--- src/common/nv_config_defines.svh ---
// constants for the non-volatile configuration, erase and boot-strap block
//
// What this block and the programmer do
// fast programming mode needs test pin and straps 0,1 high, strap 2 low
// programmer never holds test pin high while strap 0 or 1 is low
// scan-select pin high selects boundary scan, otherwise normal debug
// erase pin debounced on slow clock, accepted after at least 200 ms
// programmer holds erase asserted longer than 220 ms each time; the model holds it for eraseLen cycles and the bench also gives a short press
// security set only by command; cleared only by erase then full erase
// security set refuses debug and fast programming flash access
// each nv bit set or cleared by command and kept over power loss
// nv bit 0 enables brownout detector; accepted erase clears it
// nv bit 1 enables brownout reset; accepted erase clears it
// eight calibration bits read-only and untouched by erase
// nv bit 2 at boot: one boots flash, zero maps boot loader at zero
// brownout raised only after supply low longer than about 1 us
// power-on reset held until core supply passes threshold
// erase synchronised to slow clock; early release restarts count
`ifndef NV_CONFIG_DEFINES_SVH
`define NV_CONFIG_DEFINES_SVH

// ----------------------------------------
// timing
// ----------------------------------------
`define CLK_PERIOD_NS 40
`define BO_FILTER_NS 1000
`define BO_FILTER_CYCLES ((`BO_FILTER_NS + `CLK_PERIOD_NS - 1) / `CLK_PERIOD_NS)
`define BO_COUNT_W 5
`define ERASE_DEBOUNCE_MS 200
`define SLOW_CLOCK_MAX_KHZ 42
`define ERASE_DEBOUNCE_TICKS (`ERASE_DEBOUNCE_MS * `SLOW_CLOCK_MAX_KHZ)
`define ERASE_COUNT_W 14

// ----------------------------------------
// register byte addresses
// ----------------------------------------
`define REG_CMD_ADDR 8'h00
`define REG_NV_ADDR 8'h04
`define REG_CALIB_ADDR 8'h08
`define REG_STATUS_ADDR 8'h0C

// ----------------------------------------
// field positions
// ----------------------------------------
`define CMD_OP_LSB 0
`define CMD_OP_W 3
`define CMD_IDX_LSB 4
`define CMD_IDX_W 2
`define NV_BITS_W 3
`define NV_SEC_POS 4
`define CALIB_W 8
`define ST_FASTPROG_POS 0
`define ST_SCAN_POS 1
`define ST_BOOTROM_POS 2
`define ST_BROWNOUT_POS 3
`define ST_BORESET_POS 4
`define ST_POR_POS 5
`define ST_ERASEPEND_POS 6
`define ST_DEBOUNCED_POS 7

`endif

--- src/common/nv_config_pkg.sv ---
// types for the non-volatile configuration, erase and boot-strap block
package nv_config_pkg;

typedef enum logic [2:0] {
    NV_OP_NONE = 3'b000,
    NV_OP_SET_BIT = 3'b001,
    NV_OP_CLR_BIT = 3'b010,
    NV_OP_SET_SEC = 3'b011
} nv_op_t;

typedef enum logic [1:0] {
    DB_IDLE = 2'b00,
    DB_COUNT = 2'b01,
    DB_HELD = 2'b10
} db_state_t;

typedef struct packed {
    db_state_t state;
    logic [13:0] count;
    logic accepted;
} debounce_t;

typedef struct packed {
    logic [1:0] testSync;
    logic [1:0] strap0Sync;
    logic [1:0] strap1Sync;
    logic [1:0] strap2Sync;
    logic [1:0] scanSync;
    logic [1:0] eraseSync;
    logic [1:0] slowSync;
    logic [1:0] coreLowSync;
    logic [1:0] flashLowSync;
    logic [1:0] coreOkSync;
    logic slowPrev;
    logic slowTick;
    logic [2:0] nvBits;
    logic security;
    logic [7:0] calib;
    logic erasePending;
    logic eraseRequest;
    logic fastProgMode;
    logic boundaryScanMode;
    logic bootFromRom;
    logic [4:0] boCount;
    logic brownout;
    logic brownoutReset;
    logic porActive;
    logic debugGrant;
    logic fastProgGrant;
    logic ack;
    logic [31:0] rdata;
} cfg_state_t;

endpackage

--- src/logic/erase_debounce.sv ---
// erase pin debouncer counting slow clock ticks
`timescale 1ns/1ns
`include "nv_config_defines.svh"

module erase_debounce #(
    parameter int DEBOUNCE_TICKS = `ERASE_DEBOUNCE_TICKS
) (
    // clock and reset
    input wire logic sys_clk,
    input wire logic srst,
    // from the main block
    input wire logic slowTick,
    input wire logic eraseLevel,
    output logic eraseAccepted
);
    import nv_config_pkg::*;

    debounce_t cur;
    debounce_t next_cur;

    // ----------------------------------------
    // next state
    // ----------------------------------------
    always_comb begin
        next_cur = cur;
        next_cur.accepted = 1'b0;
        // restart on release
        if (!eraseLevel) begin
            next_cur.state = DB_IDLE;
            next_cur.count = '0;
        end else if (slowTick) begin
            // sample on slow tick
            case (cur.state)
                DB_IDLE: begin
                    next_cur.state = DB_COUNT;
                    next_cur.count = 14'h0001;
                end
                DB_COUNT: begin
                    // at least the debounce time
                    if (cur.count >= DEBOUNCE_TICKS[13:0]) begin
                        next_cur.state = DB_HELD;
                        next_cur.accepted = 1'b1;
                    end else begin
                        next_cur.count = cur.count + 14'h0001;
                    end
                end
                DB_HELD: begin
                    // one erase per press
                    next_cur.state = DB_HELD;
                end
                default: begin
                    next_cur.state = DB_IDLE;
                    next_cur.count = '0;
                end
            endcase
        end
    end

    // ----------------------------------------
    // registers
    // ----------------------------------------
    always_ff @(posedge sys_clk) begin
        if (srst) begin
            cur <= '{state: DB_IDLE, count: 14'h0000, accepted: 1'b0};
        end else begin
            cur <= next_cur;
        end
    end

    assign eraseAccepted = cur.accepted;

endmodule // erase_debounce

--- src/logic/nv_config_erase_boot.sv ---
// non-volatile configuration bits, erase handling, mode straps and supply monitors
`timescale 1ns/1ns
`include "nv_config_defines.svh"

module nv_config_erase_boot #(
    parameter int ERASE_DEBOUNCE_TICKS = `ERASE_DEBOUNCE_TICKS
) (
    // clock and reset
    input wire logic sys_clk,
    input wire logic srst,
    // wishbone slave
    input wire logic [7:0] adr_i,
    input wire logic [31:0] dat_i,
    input wire logic [3:0] sel_i,
    input wire logic we_i,
    input wire logic cyc_i,
    input wire logic stb_i,
    output logic [31:0] dat_o,
    output logic ack_o,
    // pins and straps
    input wire logic test_mode_pin,
    input wire logic scan_select_pin,
    input wire logic mode_strap_0,
    input wire logic mode_strap_1,
    input wire logic mode_strap_2,
    input wire logic erasePin,
    input wire logic slow_clock,
    // non-volatile array
    input wire logic [2:0] nvPowerUpBits,
    input wire logic nvPowerUpSecurity,
    input wire logic [7:0] factoryCalib,
    output logic [2:0] general_purpose_nv_bits,
    output logic securityBit,
    // flash controller
    input wire logic fullEraseDone,
    output logic fullEraseRequest,
    // access requests
    input wire logic debugAccessReq,
    input wire logic fastProgAccessReq,
    output logic debugAccessGrant,
    output logic fastProgAccessGrant,
    // supply monitors
    input wire logic coreBelowThreshold,
    input wire logic flashBelowThreshold,
    input wire logic coreSupplyOk,
    // modes and resets
    output logic fastProgMode,
    output logic boundaryScanMode,
    output logic bootFromRom,
    output logic [7:0] calibOut,
    output logic brownoutDetected,
    output logic brownoutResetReq,
    output logic powerOnReset
);
    import nv_config_pkg::*;

    cfg_state_t cur;
    cfg_state_t next_cur;
    logic eraseAccepted;
    logic eraseDebounced;

    // decodes a register address into its read value
    function automatic logic [31:0] readValue(input logic [7:0] addr, input cfg_state_t s,
                                              input logic debounced);
        logic [31:0] v;
        v = 32'h0000_0000;
        case (addr)
            `REG_NV_ADDR: begin
                v[`NV_BITS_W-1:0] = s.nvBits;
                v[`NV_SEC_POS] = s.security;
            end
            `REG_CALIB_ADDR: begin
                v[`CALIB_W-1:0] = s.calib;
            end
            `REG_STATUS_ADDR: begin
                v[`ST_FASTPROG_POS] = s.fastProgMode;
                v[`ST_SCAN_POS] = s.boundaryScanMode;
                v[`ST_BOOTROM_POS] = s.bootFromRom;
                v[`ST_BROWNOUT_POS] = s.brownout;
                v[`ST_BORESET_POS] = s.brownoutReset;
                v[`ST_POR_POS] = s.porActive;
                v[`ST_ERASEPEND_POS] = s.erasePending;
                v[`ST_DEBOUNCED_POS] = debounced;
            end
            default: begin
                v = 32'h0000_0000;
            end
        endcase
        return v;
    endfunction

    // index of an existing nv bit
    function automatic logic validIndex(input logic [1:0] i);
        return i < 2'(`NV_BITS_W);
    endfunction

    // ----------------------------------------
    // erase debouncer
    // ----------------------------------------
    erase_debounce #(
        .DEBOUNCE_TICKS(ERASE_DEBOUNCE_TICKS)
    ) i_erase_debounce (
        .sys_clk(sys_clk),
        .srst(srst),
        .slowTick(cur.slowTick),
        .eraseLevel(cur.eraseSync[1]),
        .eraseAccepted(eraseAccepted)
    );

    // pending flag doubles as "debounce passed, erase not yet finished"
    assign eraseDebounced = cur.erasePending;

    // ----------------------------------------
    // next state
    // ----------------------------------------
    always_comb begin
        logic [1:0] idx;
        logic [2:0] op;
        logic wrCmd;
        logic below;
        logic busReq;
        idx = 2'b00;
        op = 3'b000;
        wrCmd = 1'b0;
        below = 1'b0;
        busReq = 1'b0;
        next_cur = cur;

        // ----------------------------------------
        // pin synchronisers
        // ----------------------------------------
        // two-stage synchronisers, first stage feeds only the second
        next_cur.testSync = {cur.testSync[0], test_mode_pin};
        next_cur.strap0Sync = {cur.strap0Sync[0], mode_strap_0};
        next_cur.strap1Sync = {cur.strap1Sync[0], mode_strap_1};
        next_cur.strap2Sync = {cur.strap2Sync[0], mode_strap_2};
        next_cur.scanSync = {cur.scanSync[0], scan_select_pin};
        next_cur.eraseSync = {cur.eraseSync[0], erasePin};
        next_cur.slowSync = {cur.slowSync[0], slow_clock};

        // supply comparators are asynchronous too
        next_cur.coreLowSync = {cur.coreLowSync[0], coreBelowThreshold};
        next_cur.flashLowSync = {cur.flashLowSync[0], flashBelowThreshold};
        next_cur.coreOkSync = {cur.coreOkSync[0], coreSupplyOk};

        // ----------------------------------------
        // slow clock tick
        // ----------------------------------------
        // rising edge of the slow clock as a one-cycle tick
        next_cur.slowPrev = cur.slowSync[1];
        next_cur.slowTick = cur.slowSync[1] & ~cur.slowPrev;

        // ----------------------------------------
        // mode straps
        // ----------------------------------------
        // exact strap pattern
        next_cur.fastProgMode = cur.testSync[1] & cur.strap0Sync[1] & cur.strap1Sync[1]
            & ~cur.strap2Sync[1];
        // scan select
        next_cur.boundaryScanMode = cur.scanSync[1];

        // ----------------------------------------
        // access gating
        // ----------------------------------------
        // grant lags the request a cycle; requester waits for it
        // security blocks external paths
        next_cur.debugGrant = debugAccessReq & ~cur.security;
        next_cur.fastProgGrant = fastProgAccessReq & ~cur.security & cur.fastProgMode;

        // ----------------------------------------
        // commands from the bus
        // ----------------------------------------
        busReq = cyc_i & stb_i;
        // command lands at the edge where the master sees ack
        wrCmd = busReq & we_i & cur.ack & sel_i[0] & (adr_i == `REG_CMD_ADDR);
        op = dat_i[`CMD_OP_LSB +: `CMD_OP_W];
        idx = dat_i[`CMD_IDX_LSB +: `CMD_IDX_W];
        if (wrCmd) begin
            case (op)
                NV_OP_SET_BIT: begin
                    // set one bit
                    if (validIndex(idx)) begin
                        next_cur.nvBits[idx] = 1'b1;
                    end
                end
                NV_OP_CLR_BIT: begin
                    // clear one bit
                    if (validIndex(idx)) begin
                        next_cur.nvBits[idx] = 1'b0;
                    end
                end
                NV_OP_SET_SEC: begin
                    // set by command only
                    next_cur.security = 1'b1;
                end
                default: begin
                    next_cur.security = next_cur.security;
                end
            endcase
        end

        // ----------------------------------------
        // erase sequence
        // ----------------------------------------
        next_cur.eraseRequest = 1'b0;
        if (cur.erasePending && fullEraseDone) begin
            // pending ties the clear to an erase begun at the pin
            // cleared after full erase
            next_cur.security = 1'b0;
            next_cur.erasePending = 1'b0;
        end
        if (eraseAccepted) begin
            // a new erase wins over a finishing one
            next_cur.erasePending = 1'b1;
            next_cur.eraseRequest = 1'b1;
            // detector off by default
            next_cur.nvBits[0] = 1'b0;
            // brownout reset off by default
            next_cur.nvBits[1] = 1'b0;
            // calibration left untouched
            next_cur.calib = cur.calib;
        end

        // ----------------------------------------
        // brownout filter
        // ----------------------------------------
        below = cur.coreLowSync[1] | cur.flashLowSync[1];
        // count stops at the limit, a long dip cannot wrap
        // detector enable
        if (!cur.nvBits[0] || !below) begin
            next_cur.boCount = '0;
            next_cur.brownout = 1'b0;
        end else if (cur.boCount < 5'(`BO_FILTER_CYCLES)) begin
            next_cur.boCount = cur.boCount + 5'h01;
        end else begin
            // only dips over 1 us
            next_cur.brownout = 1'b1;
        end
        // reset gated by bit 1
        next_cur.brownoutReset = cur.brownout & cur.nvBits[1];

        // ----------------------------------------
        // power-on reset
        // ----------------------------------------
        // held until core supply good
        next_cur.porActive = ~cur.coreOkSync[1];

        // ----------------------------------------
        // wishbone answer
        // ----------------------------------------
        // one wait state, ack drops the cycle after it rose
        next_cur.ack = busReq & ~cur.ack;
        if (busReq && !cur.ack && !we_i) begin
            next_cur.rdata = readValue(adr_i, cur, eraseDebounced);
        end else begin
            next_cur.rdata = 32'h0000_0000;
        end
    end

    // ----------------------------------------
    // registers
    // ----------------------------------------
    always_ff @(posedge sys_clk) begin
        if (srst) begin
            cur <= '0;
            // values retained by the array
            cur.nvBits <= nvPowerUpBits;
            cur.security <= nvPowerUpSecurity;
            // factory values
            cur.calib <= factoryCalib;
            // boot source fixed at boot
            cur.bootFromRom <= ~nvPowerUpBits[2];
            cur.porActive <= 1'b1;
        end else begin
            cur <= next_cur;
        end
    end

    // ----------------------------------------
    // outputs, all straight from flops
    // ----------------------------------------
    assign dat_o = cur.rdata;
    assign ack_o = cur.ack;

    // nv array and flash controller
    assign general_purpose_nv_bits = cur.nvBits;
    assign securityBit = cur.security;
    assign fullEraseRequest = cur.eraseRequest;

    // grants and modes
    assign debugAccessGrant = cur.debugGrant;
    assign fastProgAccessGrant = cur.fastProgGrant;
    assign fastProgMode = cur.fastProgMode;
    assign boundaryScanMode = cur.boundaryScanMode;
    assign bootFromRom = cur.bootFromRom;
    assign calibOut = cur.calib;

    // supply monitors
    assign brownoutDetected = cur.brownout;
    assign brownoutResetReq = cur.brownoutReset;
    assign powerOnReset = cur.porActive;

endmodule // nv_config_erase_boot

--- config.mk ---
export PLATFORM = sky130hd
export DESIGN_NAME = nv_config_erase_boot
export DESIGN_NICKNAME = d
export VERILOG_FILES = /design/src/common/nv_config_pkg.sv /design/src/logic/erase_debounce.sv /design/src/logic/nv_config_erase_boot.sv
export VERILOG_INCLUDE_DIRS = /design/src /design/src/common
export SDC_FILE = /design/constraint.sdc
export NUM_CORES = 1
export LEC_CHECK = 0
export BUFFER_PORTS_ARGS = -buffer_cell sky130_fd_sc_hd__buf_4
export CAP_MARGIN = 20
export CORE_ASPECT_RATIO = 1.2
export CORE_MARGIN = 8
export CORE_UTILIZATION = 45
export CTS_CLUSTER_DIAMETER = 120
export CTS_CLUSTER_SIZE = 28
export DETAILED_ROUTE_END_ITERATION = 16
export PLACE_DENSITY = 0.75
export SYNTH_ARGS = -nofsm -noshare
export SYNTH_HDL_FRONTEND = slang
export SYNTH_SLANG_ARGS = --single-unit
--- constraint.sdc ---
create_clock -name sys_clk -period 2.1 [get_ports sys_clk]
set_clock_uncertainty 0.15 [all_clocks]
set_input_delay 0.315 -clock sys_clk [delete_from_list [all_inputs] [get_ports sys_clk]]
set_output_delay 0.315 -clock sys_clk [all_outputs]
set_load 0.05 [all_outputs]
# After elaboration in Yosys (flattened, before gate mapping)
# Index checks and enable logic that the tools add are counted.
# word_totals
out_inout_bits	54
input_bits	74
register_bits	99
word_cells	135
# classes
muxes	25
n_eq_ne	14
bitwise	29
magnitude_cmp	5
add_sub_neg	2
reduce_logical	27
# op_table
cell	n
$mux W60	1
$pmux W14 S3	1
$eq A8 B4 Y1 const B	2
$add A14 B1 Y14 const B	1
$and A1 B1 Y1	14
$ge A14 B14 Y1 const B	1
$mux W14	1
$pmux W3 S2	2
$reduce_bool A3 Y1	4
$not A1 Y1	11
$pmux W3 S3	1
$eq A8 B3 Y1 const B	1
$logic_not A8 Y1	1
$mux W8	1
$ne A4 B3 Y1 const B	2
$reduce_and A4 Y1	2
$eq A3 B2 Y1 const B	2
$mux W1	6
$mux W2	3
$mux W3	2
$mux W6	1
$ne A3 B3 Y1 const B	2
$pmux W2 S3	1
$reduce_or A2 Y1	3
other kinds (28)	36

# Depth between registers and ports, before layout
# Gate-level depths: netlist of run 1.
# logic_depth
depth_word	11
mapped_depth	8
mapped_depth_nobuf	6

# Cells and area by module
# A second synthesis of run 1 with hierarchy kept.
# unflattened
cells_unflattened	359
hier_area_um2	3520.9
# modules_own_cells
mod	cells_per_inst	area_per_inst_um2	seq_area_each_um2	n_inst
nv_config_erase_boot	225	2458.6	1291.2	1
erase_debounce	134	1062.3	340.3	1

# Worst setup path after synthesis of run 1
# OpenSTA, ideal clock, no wires.
# synth_timing
path_type	register -> register
from	reg i_erase_debounce.cur[9] (netlist name)
to	reg i_erase_debounce.cur[3] (netlist name)
setup_slack_ps	70
path_buffers	1
t_arrival_ps	1763
synth_period_minus_slack_ps	2030
required_ps	1833
stages_incl_launch_ff	6
setup_time_ps	117
path_cell_list	dfxtp_1 > or4_4 > buf_6 > o311ai_4 > o211ai_1 > a32o_1
# synth_between
elab_chain_len	3
# synth_rtl
element	line	text
from (decl)	erase_debounce.sv:18	debounce_t cur;
from (signal assigned)	erase_debounce.sv:64	cur <= '{state: DB_IDLE, count: 14'h0000, accepted: 1'b0};
from (signal assigned)	erase_debounce.sv:66	cur <= next_cur;
$ge A14 B14 Y1	erase_debounce.sv:40	if (cur.count >= DEBOUNCE_TICKS[13:0]) begin
$ne A2 B2 Y1 (no line)	--	
$reduce_and A3 Y1 (no line)	--	
# Every way passes these cells.
# A chain may end at the register's enable or synchronous reset.

# Worst setup path after layout of run 1
# layout_timing
from	reg i_erase_debounce.cur[10] (netlist name)
to	reg i_erase_debounce.cur[6] (netlist name)
# Same word-level chain as after synthesis.

==> out/qor.txt, run 1 <==
Final Setup Violations: 0
All-Layer GR Usage: 0.144
Starting Density: 0.459
Leading cell type in the layout, fill and taps excluded: buf_4
IO Pins: 128
Top_reg_cell synth: dfxtp_1
GPL Wtd Cong: 0.850
Hold buffers post-CTS: 0
Netlist cell types: 55
Met1 WL: 3.23 mm
1st-pass router iterations: 4
Vias: 2693
Synth area leader: dfxtp_1
Final Cell Area: 4100 sq um
Num Clock Sinks: 75
Antenna violations before repair: 0
Power Dens Cells: 715 nW/um^2
EDFF count, synth: 13
RSZ-0062 raised after global routing: false
Number of global-route vias before repair: 2684
Multi-input logic area: 1520 sq um
Placed cells: 503
Tmin final: 1990 ps
Post-synth top area share: 0.357
Fillers: 684
Worst-margin pin slew: 539 ps
Synthesized area: 3480 sq um
Wirelength, routed: 7.72 mm
Fmax: 502 MHz
Total of warnings raised by yosys: 0
Largest net degree at the start of global routing: 33
Die width: 96.3 um
Peak supply drop: 432 uV
First-pass GRT wire length: 12.5 mm
Register area: 1630 sq um
Cells after Synth: 364
Core Box Area: 7580 sq um
Die span in y: 112 um
Most frequent cells in the layout: buf_4, dfxtp_1, nor2b_1
Dpl cell area: 3910 sq um
Layout cell share with drive strength beyond 1: 0.256
Worst slack, placed: 97.8 ps
Worst setup path category: flip-flop to flip-flop
Synth area leaders: dfxtp_1, edfxtp_1, buf_4
Max Slew Vio Count: 0
Ys async rst share: 0
Buffers on Ports: 73
Crit start category: flip-flop
Synthesized area per cell: 9.56 sq um
Maximum root-to-sink buffer count: 2
Routed len/inst: 14.9 um
Root buffer cell: clkbuf_8
WL met2: 3.77 mm
CTS tree: yes
Fin. Hold Viols: 0
Initial DRC Count: 191
Required time worst endpoint: 2190 ps
Post-synthesis sequential area ratio: 0.469
Worst slew margin: 0.640
Synthesized flop and latch total: 75
Setup TNS: 0 ps
Final std cells w/o fill: 518
Vias/cell: 5.20
H-tree level count: 3
Final worst setup slack: 107 ps
Layout Nets: 502
WP data arrival: 2080 ps
Reg clk slew, reported paths: 80 ps
CTS buffer count: 9
Routed met3 length: 650 um
# DRC: 0
Leakage power: 1.60 nW
Worst-Skew Late Latency: 350 ps
Full die area: 10800 sq um
Highest routed layer: met4
Worst Path Max Fanout: 5
Area Overhead vs Synth: 17.9%
Rows: 35
Final worst-path cycle share: 0.949
Status: completed
Ant diodes: 0
HPWL after detailed placement: 5.80 mm
Crit. End Element: flip-flop
Maxcap violations: 0
Gr ovfl total: 0
HP Class: input port to flip-flop
Post-route ant nets: 0
==> worst max-delay path, cell delays in order (launching register included) <==
cell      delay, ps
dfxtp_1         340
or4_4           570
o311ai_4        290
buf_4           180
o211ai_1         80
a32o_1          270
==> where the power goes <==
part	internal (mW)	switching (mW)
logic	0.122	0.255
registers	1.51	0.0211
clock network	0.503	0.528
total	2.13	0.804
==> what timing repair did <==
item,CTS,global route
setup buffers,0,0
setup endpoints to repair,0,1
resized for setup,0,1
==> logic make-up (layout without fill, tap and decap cells) <==
logic type | count (synthesis) | after routing | share of synthesized area
AND/OR/NAND/NOR | 138 | 138 | 0.215
multiplexers | 7 | 7 | 0.0219
flip-flops | 75 | 75 | 0.469
other | 1 | 24 | 0.00108
XOR/XNOR | 1 | 1 | 0.00252
AO/OA/AOI/OAI | 68 | 68 | 0.146
adder cells (fa/ha/maj) | 6 | 6 | 0.0216
buffers and inverters | 68 | 107 | 0.122
==> Yosys cell counts, drive strengths merged (3+ instances only) <==
cell type,count
nand2,26
ha,6
a311oi,3
o21ai,12
o31ai,3
mux2,5
buf,48
inv,9
nor3b,4
a31o,3
a21oi,15
nor2b,27
a32o,4
nor2,22
nor3,12
nand2b,5
nand4,7
a22oi,4
clkbuf,11
dfxtp,62
and2,9
edfxtp,13
nand3,8
a31oi,6
o211ai,6
nor4,7
==> final cells by class <==
| class | instances | share of cell area |
|---|---|---|
| well taps | 92 | 0.0281 |
| multi-input cells | 244 | 0.370 |
| flip-flops and latches | 75 | 0.398 |
| clock inverters | 4 | 0.00732 |
| inverters | 9 | 0.00823 |
| clock buffers | 11 | 0.0372 |
| repair buffers | 83 | 0.152 |
==> flip-flops by register name, summed over array words and instances, names as in the netlist, named ones only <==
| register | flops |
|---|---|
| cur | 27 |
| i_erase_debounce.cur | 16 |
| calibOut | 8 |
| dat_o | 8 |
| general_purpose_nv_bits | 2 |
| ack_o | 1 |
| bootFromRom | 1 |
| boundaryScanMode | 1 |
| brownoutDetected | 1 |
| brownoutResetReq | 1 |
| debugAccessGrant | 1 |
| eraseDebounced | 1 |
| fastProgAccessGrant | 1 |
| fastProgMode | 1 |
| fullEraseRequest | 1 |
| i_erase_debounce.eraseAccepted | 1 |
| powerOnReset | 1 |
| securityBit | 1 |
==> stage by stage <==
stage / util / hold slack, ps / power (mW)
global placement: 0.516 / 224 / 1.93
floorplan: - / 201 / 1.87
detailed placement: 0.516 / 233 / 1.94
CTS: 0.541 / 16.7 / 2.96
global route: 0.542 / 17.4 / 3.04
finish: 0.542 / 27.0 / 2.93
==> layer usage <==
metal,vias up,track usage
met5,-,0
met4,0,0.0483
met3,4,0.0441
met2,106,0.240
met1,1242,0.167
li1,1341,-
==> path summary, 6_finish.rpt <==
| path | start | to | slack, ps | cells after the start |
|---|---|---|---|---|
| worst max-delay path | i_erase_debounce.cur[10] | i_erase_debounce.cur[6] | 110 | 5 |
| worst min-delay path | mode_strap_1 | cur[76] | 30 | 2 |
| worst max register to register | i_erase_debounce.cur[10] | i_erase_debounce.cur[6] | 110 | 5 |
| worst min register to register | cur[61] | cur[60] | 240 | 1 |
Power figures use the tool's default switching activity.
==> inputs of run 2 (changes only) <==
- CORE_UTILIZATION: 45 -> 53
- MAX_ROUTING_LAYER: unset -> met4
- PLACE_DENSITY: 0.75 -> 0.83
- clock period: 2.1 -> 2.3 ns (I/O delays scaled with it)
==> run 2 against run 1 <==
Compared with the run above: utilization grew 9.3 points; sequential share of layout area increased by 0.37 points; total power is 7.7% lower; non-clock buffer count decreased by 4; final cell count decreased by 1.9%; critical path type unchanged.
==> out/qor.txt, run 2 (same netlist as run 1, synthesis figures left out) <==
Gr ovfl total: 0 (unchanged)
Max Slew Vio Count: 0 (unchanged)
Status: completed
Crit. End Element: flip-flop
Count of cell instances traversed by the critical path: 4 (-1)
Wirelength, routed: 7.59 mm (-1.7%)
Largest Register: cur
Maximum root-to-sink buffer count: 2 (unchanged)
Fmax: 459 MHz (-8.4%)
Number of global-route vias before repair: 2621 (-2.3%)
R2R Setup Slk: 120 ps (+20 ps)
Final Setup Violations: 0 (unchanged)
Pint: 1.98 mW (-7.3%)
Power Dens Cells: 666 nW/um^2 (-6.9%)
Logic pwr share: 0.127 (about the same)
Peak supply drop: 438 uV (+1.4%)
WHS Path Cells: 2 (unchanged)
Seq pwr share: 0.515 (-0.006)
Core Box Area: 6410 sq um (-15%)
CTS tree: yes
Rows: 32 (-8.6%)
CP Cell Sequence: or4_4, o311ai_4, o211ai_1, a32o_1
Hold buffers post-CTS: 0 (unchanged)
Worst setup path category: flip-flop to flip-flop
Worst slew margin: 0.640 (about the same)
First-pass GRT wire length: 12.3 mm (-1.2%)
Vias: 2713 (+0.74%)
WP data arrival: 2260 ps (+180 ps)
Die width: 90.0 um (-6.5%)
Largest register FFs: 27 (unchanged)
Switching Power: 0.732 mW (-8.9%)
Most frequent cells in the layout: buf_4, dfxtp_1, nor2b_1
Setup TNS: 0 ps (unchanged)
Worst-margin pin slew: 539 ps (-0.742 ps)
Die span in y: 105 um (-6.7%)
GPL Wtd Cong: 0.848 (-0.19%)
IO Pins: 128 (unchanged)
Layout cell share with drive strength beyond 1: 0.246 (-0.0100)
Routed len/inst: 14.9 um (+0.20%)
Required time worst endpoint: 2380 ps (+190 ps)
Crit start category: flip-flop
Dpl cell area: 3870 sq um (-0.99%)
Final Cell Area: 4070 sq um (-0.91%)
HPWL after detailed placement: 5.67 mm (-2.3%)
Fin. Hold Viols: 0 (unchanged)
Tmin final: 2180 ps (+183 ps)
Maxcap violations: 0 (unchanged)
Reg clk slew, reported paths: 70 ps (about the same)
Post-route ant nets: 0 (unchanged)
R2R depth: 4 (-1)
Root buffer cell: clkbuf_8
Largest registers: cur: 27 flops, i_erase_debounce.cur: 16 flops
Switch share: 0.270 (-0.00337)
Final std cells w/o fill: 508 (-1.9%)
Setup Fix Bufs, Post-CTS: 0 (unchanged)
Full die area: 9420 sq um (-13%)
Ant diodes: 0 (unchanged)
Antenna violations before repair: 0 (unchanged)
Buffers on Ports: 73 (unchanged)
Largest net degree at the start of global routing: 39 (+18%)
CTS buffer count: 9 (unchanged)
RSZ-0062 raised after global routing: false
# DRC: 0 (unchanged)
Vias/cell: 5.34 (+2.7%)
Critical path's slowest cell: or4_4
Initial DRC Count: 178 (-6.8%)
Num Clock Sinks: 75 (unchanged)
All-Layer GR Usage: 0.162 (+0.0179)
Worst-Skew Late Latency: 350 ps (about the same)
H-tree level count: 3 (unchanged)
WP buf/inv: 0 (-1)
Clock power frac: 0.357 (+0.006)
Leakage power: 1.58 nW (-1.3%)
Area Overhead vs Synth: 16.9%
Final worst-path cycle share: 0.946 (-0.00288)
Placed cells: 492 (-2.2%)
1st-pass router iterations: 4 (unchanged)
Layout Nets: 498 (-0.80%)
Crit-path max cell delay: 610 ps (+40 ps)
# resized after CTS: 0 (unchanged)
CP delay by family, top: compound AO/OA/AOI/OAI gates
HP Class: input port to flip-flop
Worst Path Max Fanout: 10 (+5)
Leading cell type in the layout, fill and taps excluded: buf_4
Starting Density: 0.543 (+0.0838)
[run 2: power by group through the flow]
stage	combinational (mW)	clock, mW	sequential, mW
2_1_floorplan	0.266	0	1.44
3_3_place_gp	0.340	0	1.42
3_5_place_dp	0.345	0	1.43
4_1_cts	0.346	0.983	1.40
5_1_grt	0.364	1.05	1.40
6_report	0.345	0.968	1.40
[run 2: path summary, 6_finish.rpt]
path	start	end
setup / recovery	i_erase_debounce.cur[9]	i_erase_debounce.cur[3]
hold / removal	mode_strap_1	cur[76]
setup reg to reg	i_erase_debounce.cur[9]	i_erase_debounce.cur[3]
hold reg to reg	cur[63]	powerOnReset
[run 2: final cells by class]
class	instances	area, sq um
clock buffers	13	170
clock inverters	3	21.3
fillers	543	2340
inverters	9	33.8
multi-input cells	244	1510
flip-flops and latches	75	1630
well taps	85	106
repair buffers	79	593
[run 2: stage by stage]
step	power (mW)	hold WS (ps)	setup WS (ps)	utilization
after floorplan	1.70	201	270	-
after global placement	1.76	222	199	0.605
after detailed placement	1.77	228	159	0.605
after CTS	2.72	57.4	143	0.635
after global routing	2.81	52.7	34.4	0.635
final	2.71	66.8	124	0.635
[run 2: per-layer routing]
| layer | global-route usage | wire (um) | part of all wire |
|---|---|---|---|
| met5 | - | 0 | 0 |
| met4 | 0.0572 | 77 | 0.010 |
| met3 | 0.0558 | 524 | 0.069 |
| met2 | 0.268 | 3700 | 0.49 |
| met1 | 0.176 | 3290 | 0.43 |
